## config.mk

```make
export PLATFORM = sky130hd
export DESIGN_NAME = bus_area_config
export DESIGN_NICKNAME = d
export VERILOG_FILES = /design/src/bus_area_cfg_pkg.sv /design/src/area_spec_lookup.sv /design/src/bus_area_config.sv
export SDC_FILE = /design/constraint.sdc
export NUM_CORES = 1
export LEC_CHECK = 0
export BUFFER_PORTS_ARGS = -buffer_cell sky130_fd_sc_hd__buf_2
export CORE_ASPECT_RATIO = 0.8
export CORE_MARGIN = 2
export CORE_UTILIZATION = 30
export DETAILED_ROUTE_END_ITERATION = 10
export GPL_ROUTABILITY_DRIVEN = 1
export PLACE_DENSITY = 0.58
export SKIP_LAST_GASP = 1
export SLEW_MARGIN = 20
export SYNTH_ARGS = -nofsm -noshare
export SYNTH_HDL_FRONTEND = slang
export SYNTH_SLANG_ARGS = --single-unit
```

## constraint.sdc

```tcl
create_clock -name i_mclk -period 1.85 [get_ports i_mclk]
set_input_delay 0.0925 -clock i_mclk [delete_from_list [all_inputs] [get_ports i_mclk]]
set_output_delay 0.0925 -clock i_mclk [all_outputs]
set_load 0.005 [all_outputs]
```

## src/bus_area_cfg_pkg.sv

```systemverilog
`default_nettype none
package bus_area_cfg_pkg;
    // Register indices; the byte address is four times the index
    localparam logic [15:0] IDX_AREA_WIDTH = 16'hffec;
    localparam logic [15:0] IDX_ACCESS_STATES = 16'hffed;
    localparam logic [15:0] IDX_WAIT_CONTROL = 16'hffee;
    localparam logic [15:0] IDX_WAIT_ENABLE = 16'hffef;
    localparam logic [15:0] IDX_BUS_RELEASE = 16'hfff3;
    localparam int ADDR_W = 18;
    localparam logic [17:0] ADDR_AREA_WIDTH = {IDX_AREA_WIDTH, 2'h0};
    localparam logic [17:0] ADDR_ACCESS_STATES = {IDX_ACCESS_STATES, 2'h0};
    localparam logic [17:0] ADDR_WAIT_CONTROL = {IDX_WAIT_CONTROL, 2'h0};
    localparam logic [17:0] ADDR_WAIT_ENABLE = {IDX_WAIT_ENABLE, 2'h0};
    localparam logic [17:0] ADDR_BUS_RELEASE = {IDX_BUS_RELEASE, 2'h0};
    // Register select codes
    localparam logic [2:0] SEL_WIDTH = 3'h0;
    localparam logic [2:0] SEL_STATES = 3'h1;
    localparam logic [2:0] SEL_WAIT = 3'h2;
    localparam logic [2:0] SEL_WAIT_EN = 3'h3;
    localparam logic [2:0] SEL_RELEASE = 3'h4;
    localparam logic [2:0] SEL_NONE = 3'h7;
    // Reset values
    localparam logic [7:0] RST_AREA_WIDTH_8BIT = 8'hff;
    localparam logic [7:0] RST_AREA_WIDTH_16BIT = 8'h00;
    localparam logic [7:0] RST_ACCESS_STATES = 8'hff;
    localparam logic [7:0] RST_WAIT_CONTROL = 8'hf3;
    localparam logic [7:0] RST_WAIT_ENABLE = 8'hff;
    localparam logic [7:0] RST_BUS_RELEASE = 8'hfe;
    // Field positions and reserved masks
    localparam int WC_MODE_LSB = 2;
    localparam int WC_COUNT_LSB = 0;
    localparam int BR_ADDR_LSB = 5;
    localparam int BR_RELEASE_POS = 0;
    localparam logic [7:0] WC_RSVD_MASK = 8'hf0;
    localparam logic [7:0] BR_RSVD_MASK = 8'h1e;
    // Operating mode pin codes, modes 1 to 4
    localparam logic [1:0] OP_MODE1 = 2'h0;
    localparam logic [1:0] OP_MODE2 = 2'h1;
    localparam logic [1:0] OP_MODE3 = 2'h2;
    localparam logic [1:0] OP_MODE4 = 2'h3;
    // Wait mode field codes
    localparam logic [1:0] WMODE_PROG = 2'h0;
    localparam logic [1:0] WMODE_NONE = 2'h1;
    localparam logic [1:0] WMODE_PIN1 = 2'h2;
    localparam logic [1:0] WMODE_AUTO = 2'h3;
    // Wait behaviour of one access
    localparam logic [2:0] WAIT_KIND_OFF = 3'h0;
    localparam logic [2:0] WAIT_KIND_PROG = 3'h1;
    localparam logic [2:0] WAIT_KIND_PIN0 = 3'h2;
    localparam logic [2:0] WAIT_KIND_PIN1 = 3'h3;
    localparam logic [2:0] WAIT_KIND_AUTO = 3'h4;
    // On-chip targets: fixed 16-bit, two states, no waits
    localparam logic ONCHIP_IS_8BIT = 1'b0;
    localparam logic ONCHIP_IS_3STATE = 1'b0;
    // Cycles spent loading mode-dependent reset values
    localparam logic [2:0] INIT_CYCLES = 3'h5;

    typedef enum logic [2:0] {
        ST_INIT = 3'b001,
        ST_IDLE = 3'b010,
        ST_RESP = 3'b100
    } apb_state_type;

    typedef struct packed {
        logic [7:0] width8;
        logic [7:0] states3;
        logic [7:0] wait_en;
        logic [1:0] wait_mode;
        logic [1:0] wait_count;
    } cfg_type;

    typedef struct packed {
        logic is_8bit;
        logic is_3state;
        logic [2:0] wait_kind;
        logic [1:0] wait_states;
    } spec_type;
endpackage
`default_nettype wire

```

## src/area_spec_lookup.sv

```systemverilog
`timescale 1ns/1ps
`default_nettype none
module area_spec_lookup (
    // Configuration and access
    input wire bus_area_cfg_pkg::cfg_type i_cfg,
    input wire logic [2:0] i_area,
    input wire logic i_external,
    // Resulting bus specification
    output var bus_area_cfg_pkg::spec_type o_spec
);
    import bus_area_cfg_pkg::*;

    always_comb begin
        o_spec = '0;
        // RULE_06: on-chip fixed width
        // RULE_08: on-chip fixed states
        if (!i_external) begin
            o_spec.is_8bit = ONCHIP_IS_8BIT;
            o_spec.is_3state = ONCHIP_IS_3STATE;
            o_spec.wait_kind = WAIT_KIND_OFF;
        end else begin
            // RULE_20: addressed area's bits
            // RULE_05: width per area
            o_spec.is_8bit = i_cfg.width8[i_area];
            // RULE_07: two or three states
            o_spec.is_3state = i_cfg.states3[i_area];
            if (!i_cfg.states3[i_area]) begin
                o_spec.wait_kind = WAIT_KIND_OFF;
            // RULE_13: disabled means pin mode 0
            end else if (!i_cfg.wait_en[i_area]) begin
                o_spec.wait_kind = WAIT_KIND_PIN0;
            end else begin
                // RULE_10: wait mode decode
                case (i_cfg.wait_mode)
                    WMODE_PROG: o_spec.wait_kind = WAIT_KIND_PROG;
                    WMODE_NONE: o_spec.wait_kind = WAIT_KIND_OFF;
                    WMODE_PIN1: o_spec.wait_kind = WAIT_KIND_PIN1;
                    default: o_spec.wait_kind = WAIT_KIND_AUTO;
                endcase
                // RULE_11: inserted wait count
                if (i_cfg.wait_mode != WMODE_NONE) begin
                    o_spec.wait_states = i_cfg.wait_count;
                end
            end
        end
    end
endmodule
`default_nettype wire

```

## src/bus_area_config.sv

```systemverilog
// Notes on behaviour
// RULE_01: All width bits one gives 8-bit bus
// RULE_02: Any width bit zero gives 16-bit bus
// RULE_03: Width reset value follows operating mode
// RULE_04: Software standby keeps all registers
// RULE_05: Width bit zero 16-bit, one 8-bit
// RULE_06: On-chip targets keep fixed width
// RULE_07: State bit zero two, one three; reset ones
// RULE_08: On-chip targets keep fixed state count
// RULE_09: Reserved bits ignore writes, read one
// RULE_10: Wait mode field decode, reset programmable
// RULE_11: Wait count zero to three, reset three
// RULE_12: Wait control resets to f3
// RULE_13: Wait enable zero gives pin mode 0
// RULE_14: Bus release control resets to fe
// RULE_15: Address enable zero drives upper address
// RULE_16: Address enables locked outside modes 3, 4
// RULE_17: Release enable gates bus release
// RULE_18: External master waits for acknowledge
// RULE_19: Slow device stretches with wait input
// RULE_20: Eight areas, addressed area's bits apply
// RULE_21: Five byte registers, read back stored
`timescale 1ns/1ps
`default_nettype none
module bus_area_config (
    // Clock and reset
    input wire logic i_mclk,
    input wire logic i_nrst,
    // APB slave
    input wire logic i_psel,
    input wire logic i_penable,
    input wire logic i_pwrite,
    input wire logic [17:0] i_paddr,
    input wire logic [31:0] i_pwdata,
    output logic o_pready,
    output logic [31:0] o_prdata,
    output logic o_pslverr,
    // Mode and standby pins
    input wire logic [1:0] i_op_mode,
    input wire logic i_hw_standby,
    // Access being started by the bus cycle logic
    input wire logic [2:0] i_acc_area,
    input wire logic i_acc_external,
    // Configuration outputs
    output bus_area_cfg_pkg::cfg_type o_cfg,
    output bus_area_cfg_pkg::spec_type o_acc_spec,
    output logic o_bus_8bit_mode,
    output logic [2:0] o_addr_out_en,
    output logic o_bus_release_en
);
    import bus_area_cfg_pkg::*;

    function automatic logic [2:0] reg_sel(input logic [17:0] addr);
        if (addr == ADDR_AREA_WIDTH) begin
            return SEL_WIDTH;
        end else if (addr == ADDR_ACCESS_STATES) begin
            return SEL_STATES;
        end else if (addr == ADDR_WAIT_CONTROL) begin
            return SEL_WAIT;
        end else if (addr == ADDR_WAIT_ENABLE) begin
            return SEL_WAIT_EN;
        end else if (addr == ADDR_BUS_RELEASE) begin
            return SEL_RELEASE;
        end else begin
            return SEL_NONE;
        end
    endfunction

    apb_state_type state_q;
    logic [2:0] init_cnt_q;
    logic [1:0] mode_s1, mode_s2, mode_s3, mode_q;
    logic stby_s1, stby_s2, stby_s3, stby_q;
    logic [7:0] abw_q, ast_q, wce_q;
    logic [1:0] wmode_q, wcount_q;
    logic [2:0] addr_en_q;
    logic bus_release_enable_q;
    logic [2:0] sel;
    logic mode34, mode13, wr_en;
    logic [7:0] rd_byte;
    cfg_type cfg;
    spec_type spec;

    // Pins pass three flops; a change counts once the last two agree
    always_ff @(posedge i_mclk or negedge i_nrst) begin
        if (!i_nrst) begin
            mode_s1 <= OP_MODE1;
            mode_s2 <= OP_MODE1;
            mode_s3 <= OP_MODE1;
            mode_q <= OP_MODE1;
            stby_s1 <= 1'b0;
            stby_s2 <= 1'b0;
            stby_s3 <= 1'b0;
            stby_q <= 1'b0;
        end else begin
            mode_s1 <= i_op_mode;
            mode_s2 <= mode_s1;
            mode_s3 <= mode_s2;
            if (mode_s2 == mode_s3) begin
                mode_q <= mode_s3;
            end
            stby_s1 <= i_hw_standby;
            stby_s2 <= stby_s1;
            stby_s3 <= stby_s2;
            if (stby_s2 == stby_s3) begin
                stby_q <= stby_s3;
            end
        end
    end

    assign mode34 = (mode_q == OP_MODE3) || (mode_q == OP_MODE4);
    assign mode13 = (mode_q == OP_MODE1) || (mode_q == OP_MODE3);
    assign sel = reg_sel(i_paddr);
    assign wr_en = (state_q == ST_RESP) && i_psel && i_penable && i_pwrite
                   && (sel != SEL_NONE) && !stby_q;

    // Bus is held off while mode-dependent values settle
    always_ff @(posedge i_mclk or negedge i_nrst) begin
        if (!i_nrst) begin
            state_q <= ST_INIT;
            init_cnt_q <= INIT_CYCLES;
        end else if (stby_q) begin
            state_q <= ST_INIT;
            init_cnt_q <= INIT_CYCLES;
        end else begin
            case (state_q)
                ST_INIT: begin
                    init_cnt_q <= init_cnt_q - 3'h1;
                    if (init_cnt_q == 3'h1) begin
                        state_q <= ST_IDLE;
                    end
                end
                ST_IDLE: begin
                    if (i_psel && i_penable) begin
                        state_q <= ST_RESP;
                    end
                end
                ST_RESP: begin
                    state_q <= ST_IDLE;
                end
                default: begin
                    state_q <= ST_INIT;
                end
            endcase
        end
    end

    // Width bits: reset value comes from the mode straps after release
    always_ff @(posedge i_mclk or negedge i_nrst) begin
        if (!i_nrst) begin
            abw_q <= RST_AREA_WIDTH_8BIT;
        // RULE_03: mode-dependent load
        // RULE_04: only reset or standby reload
        end else if (stby_q || state_q == ST_INIT) begin
            abw_q <= mode13 ? RST_AREA_WIDTH_8BIT : RST_AREA_WIDTH_16BIT;
        end else if (wr_en && sel == SEL_WIDTH) begin
            abw_q <= i_pwdata[7:0];
        end
    end

    // State count and wait enable bits
    always_ff @(posedge i_mclk or negedge i_nrst) begin
        if (!i_nrst) begin
            ast_q <= RST_ACCESS_STATES;
            wce_q <= RST_WAIT_ENABLE;
        // RULE_07: states reset to ones
        // RULE_13: enables reset to ones
        end else if (stby_q) begin
            ast_q <= RST_ACCESS_STATES;
            wce_q <= RST_WAIT_ENABLE;
        end else if (wr_en && sel == SEL_STATES) begin
            ast_q <= i_pwdata[7:0];
        end else if (wr_en && sel == SEL_WAIT_EN) begin
            wce_q <= i_pwdata[7:0];
        end
    end

    // Wait control; the reserved upper nibble is not stored at all
    always_ff @(posedge i_mclk or negedge i_nrst) begin
        if (!i_nrst) begin
            wmode_q <= RST_WAIT_CONTROL[WC_MODE_LSB+:2];
            wcount_q <= RST_WAIT_CONTROL[WC_COUNT_LSB+:2];
        // RULE_12: reload f3
        end else if (stby_q) begin
            wmode_q <= RST_WAIT_CONTROL[WC_MODE_LSB+:2];
            wcount_q <= RST_WAIT_CONTROL[WC_COUNT_LSB+:2];
        end else if (wr_en && sel == SEL_WAIT) begin
            wmode_q <= i_pwdata[WC_MODE_LSB+:2];
            wcount_q <= i_pwdata[WC_COUNT_LSB+:2];
        end
    end

    // Bus release control
    always_ff @(posedge i_mclk or negedge i_nrst) begin
        if (!i_nrst) begin
            addr_en_q <= RST_BUS_RELEASE[BR_ADDR_LSB+:3];
            bus_release_enable_q <= RST_BUS_RELEASE[BR_RELEASE_POS];
        // RULE_14: reload fe
        end else if (stby_q) begin
            addr_en_q <= RST_BUS_RELEASE[BR_ADDR_LSB+:3];
            bus_release_enable_q <= RST_BUS_RELEASE[BR_RELEASE_POS];
        end else if (wr_en && sel == SEL_RELEASE) begin
            // RULE_16: address enables locked
            if (mode34) begin
                addr_en_q <= i_pwdata[BR_ADDR_LSB+:3];
            end
            bus_release_enable_q <= i_pwdata[BR_RELEASE_POS];
        end
    end

    // RULE_21: stored value read back
    // RULE_09: reserved bits read one
    always_comb begin
        rd_byte = 8'h00;
        if (sel == SEL_WIDTH) begin
            rd_byte = abw_q;
        end else if (sel == SEL_STATES) begin
            rd_byte = ast_q;
        end else if (sel == SEL_WAIT) begin
            rd_byte = WC_RSVD_MASK | {4'h0, wmode_q, wcount_q};
        end else if (sel == SEL_WAIT_EN) begin
            rd_byte = wce_q;
        end else if (sel == SEL_RELEASE) begin
            rd_byte = BR_RSVD_MASK | {addr_en_q, 4'h0, bus_release_enable_q};
        end
    end

    // One wait cycle in the access phase keeps pready a plain flop
    always_ff @(posedge i_mclk or negedge i_nrst) begin
        if (!i_nrst) begin
            o_pready <= 1'b0;
            o_prdata <= 32'h0000_0000;
            o_pslverr <= 1'b0;
        end else if (state_q == ST_IDLE && i_psel && i_penable && !stby_q) begin
            o_pready <= 1'b1;
            o_prdata <= i_pwrite ? 32'h0000_0000 : {24'h00_0000, rd_byte};
            o_pslverr <= (sel == SEL_NONE);
        end else begin
            o_pready <= 1'b0;
            o_prdata <= 32'h0000_0000;
            o_pslverr <= 1'b0;
        end
    end

    assign cfg.width8 = abw_q;
    assign cfg.states3 = ast_q;
    assign cfg.wait_en = wce_q;
    assign cfg.wait_mode = wmode_q;
    assign cfg.wait_count = wcount_q;

    area_spec_lookup u_lookup (
        .i_cfg(cfg),
        .i_area(i_acc_area),
        .i_external(i_acc_external),
        .o_spec(spec)
    );

    // Configuration outputs
    always_ff @(posedge i_mclk or negedge i_nrst) begin
        if (!i_nrst) begin
            o_cfg <= '0;
            o_acc_spec <= '0;
            o_bus_8bit_mode <= 1'b0;
            o_addr_out_en <= 3'h0;
            o_bus_release_en <= 1'b0;
        end else begin
            o_cfg <= cfg;
            o_acc_spec <= spec;
            // RULE_01: all ones is 8-bit bus
            // RULE_02: any zero is 16-bit bus
            o_bus_8bit_mode <= &abw_q;
            // RULE_15: zero drives address pin
            o_addr_out_en <= mode34 ? ~addr_en_q : 3'h0;
            // RULE_17: release only when enabled
            o_bus_release_en <= bus_release_enable_q;
        end
    end
endmodule
`default_nettype wire

```

==> metrics.md <==
| Metric | Value |
|---|---|
| Pwr dens | 895.8 nW/um^2 |
| Fmax | 532.7 MHz |
| Worst-Skew Late Latency | 0.36 ns |
| Worst vdd ir | 454.6 uV |
| Clk sinks | 100 |
| Final cycle utilization of the critical path | 101.5% |
| Post-route setup TNS | -0.06764 ns |
| Slew @ Worst Pin | 0.6172 ns |
| Crit-path cells | nand4bb_4 > or3_4 > nor3_2 > buf_6 > nand2_2 > buf_6 > a211o_1 |
| CP endpoint kind | flop |
| Synth-to-layout area growth | 26.99% |
| Most frequent cells in the layout | buf_2, dfrtp_1, dfstp_2, buf_4, conb_1 |
| Leakage | 2.451 nW |
| Initial Utilization | 30.71% |
| Crit path top cell by count | buf_6 |
| Mean Syn Cell Area | 12.26 sq um |
| CTS root buffer | clkbuf_16 |
| Port Buffers | 87 |
| Io pins | 136 |
| Setup CP Type | reg2reg |
| CP arrival | 2.15 ns |
| Final Max Slew Viols | 0 |
| Synth unique cells | 51 |
| Dpl hpwl | 8.222 mm |
| Final hold viol count | 0 |
| ANT nets after route | 0 |
| Most common cell after layout, fill and taps aside | buf_2 |
| DRT Pass-1 Iters | 4 |
| Total Wirelength | 11.21 mm |
| Final Util | 39.00% |
| Placed cell areas | 5129 sq um |
| Failing checks | negative setup slack |
| GP Congestion | 0.8235 |
| Number of global-route vias before repair | 3295 |
| Vias/cell | 4.758 |
| Max Clock Skew | 0.01330 ns |
| Post-synth top flop | dfrtp_1 |
| Max Cap Viol | 0 |
| Die Area | 15570 sq um |
| Post-placement cell count | 643 |
| Final setup vio count | 5 |
| Worst hold path type | in2reg |
| Yosys top cell area share | 38.89% |
| Final #Nets | 541 |
| Outcome | complete, but fails checks |
| WP buf/inv | 2 |
| Final non-filler cell total | 665 |
| Yosys reg bits | 100 |
| DR iter-0 viols | 164 |
| Share of cells above drive strength 1 | 39.92% |
| N_diodes | 0 |
| TritonCTS clock tree | done |
| Crit-path leading delay family | simple AND/OR/NAND/NOR gates |
| Antenna violations before repair | 1 |
| First-pass GRT wire length | 18.12 mm |
| Synth warnings | 0 |
| Total core area | 14250 sq um |
| Total Routing Usage GR | 15.07% |
| Place WS | -0.1304 ns |
| Rel. slew slack | 57.79% |
| # H-tree levels | 3 |
| Clock-pin slew on the worst setup and hold paths | 0.07 ns |
| Max Buffers Root-to-Sink | 2 |
| Area leader, netlist | dfrtp_1 |
| Max FO, Critical Path | 8 |
| Design area | 5557 sq um |
| Seq/Total Area, Yosys | 58.11% |
| Worst setup slack after layout | -0.02729 ns |
| Max incr delay on CP | 0.37 ns |
| Global route total overflow | 0 |
| Post-Synthesis Cells | 357 |
| Die X | 139.0 microns |
| TritonCTS Buffers | 9 |
| CP startpoint kind | flop |
| Largest net degree at the start of global routing | 55 |
| RSZ-0062 raised after global routing | true |
| Row cnt | 39 |
| Routed wire per std cell | 16.86 microns |
| Post-synth ARST share | 100.0% |
| Post-synth EDFFs | 0 |
| Slowest-stage cell, CP | dfstp_2 |
| Tmin final | 1.877 ns |
| Total number of vias | 3164 |
| Remaining DRCs | 0 |
| Synth area leaders | dfrtp_1, dfstp_2, buf_4 |
| Worst path required time | 2.12 ns |
| Post-synth design cell area | 4375 sq um |
| Die H | 112.0 microns |
power by group:
part           total (mW)  internal [mW]  switching, mW  leakage (nW)
Combinational       0.648          0.309          0.338          1.19
Sequential           2.52           2.39          0.124          1.13
Clock                1.81           1.04          0.772         0.136
routing by layer:
layer	up-vias	share of wire, %	track usage, %
li1	1480	-	-
met1	1576	47	20.50
met2	92	46	23.55
met3	14	6.4	4.991
met4	2	1.2	3.704
met5	-	0.098	0
per-stage QoR:
stage / power, mW / hold WS, ns
after floorplan: 2.896 / -0.2031
after global placement: 3.151 / -0.02009
after detailed placement: 3.188 / -0.02095
after CTS: 5.027 / 0.05640
after global routing: 5.229 / 0.06691
final: 4.977 / 0.06213
state kept, by name (all words and copies together) (netlist names), 2 cells and up:
name           count
wcount_q           2
o_cfg             28
init_cnt_q         3
mode_s1            2
o_addr_out_en      3
mode_s3            2
state_q            3
abw_q              8
ast_q              8
addr_en_q          3
mode_s2            2
o_prdata           8
o_acc_spec         7
wmode_q            2
mode_q             2
wce_q              8
synthesized netlist by cell type, types with 4 or more instances:
master	n
and2_1	5
nor2b_1	10
clkbuf_1	12
mux2_2	6
nand2_1	13
nor2_1	19
and4_1	4
mux2i_1	15
dfstp_2	32
nor3b_1	4
dfrtp_1	68
mux4_2	6
o21ai_0	4
a211o_1	16
a21oi_1	21
nand4_1	8
nand2b_1	8
o22ai_1	4
and3_1	23
inv_1	6
buf_4	24
kinds of logic (layout without fill, tap and decap cells):
kind of cell | after synthesis | count (layout) | synth area share (%)
flops | 100 | 100 | 58.11
other cells | 1 | 24 | 0.08571
mux | 27 | 27 | 8.064
simple gates | 115 | 115 | 16.10
compound gates | 63 | 63 | 10.09
buf+inv | 45 | 146 | 6.148
xor+xnor | 3 | 3 | 0.6006
fa+ha+maj | 3 | 3 | 0.8006
path summary, 6_finish.rpt:
check,start,endpoint,slack [ns],depth (start not counted)
max in group asynchronous,i_nrst,abw_q[4],1.03,3
hold / removal,i_pwdata[2],wmode_q[0],0.06,2
min in group asynchronous,i_nrst,o_cfg[23],0.16,2
hold reg to reg,stby_s1,stby_s2,0.35,0
setup / recovery,state_q[0],ast_q[3],-0.03,7
setup reg to reg,state_q[0],ast_q[3],-0.03,7
layout make-up:
class | count | area (sq um)
Clock buffer | 11 | 232.7
Clock inverter | 4 | 51.30
Fill cell | 1421 | 8692
Inverter | 6 | 22.52
Multi-Input combinational cell | 235 | 1707
Sequential cell | 100 | 2542
Tap cell | 184 | 230.2
Timing Repair Buffer | 125 | 770.7
worst reg2reg max path, stage by stage, from the launching register on:
cell,delay [ns]
dfstp_2,0.37
nand4bb_4,0.23
or3_4,0.36
nor3_2,0.15
buf_6,0.17
nand2_2,0.06
buf_6,0.16
a211o_1,0.30
timing repair:
action | CTS | global route
endpoints found under the setup margin | 26 | 31
hold endpoints to repair | 55 | 0
pin swaps | 0 | 10
gates cloned | 0 | 0
hold buffers | 5 | 0
setup buffers | 1 | 2
resized for setup | 7 | 10
Note: power is estimated with default switching activity, not from simulation.
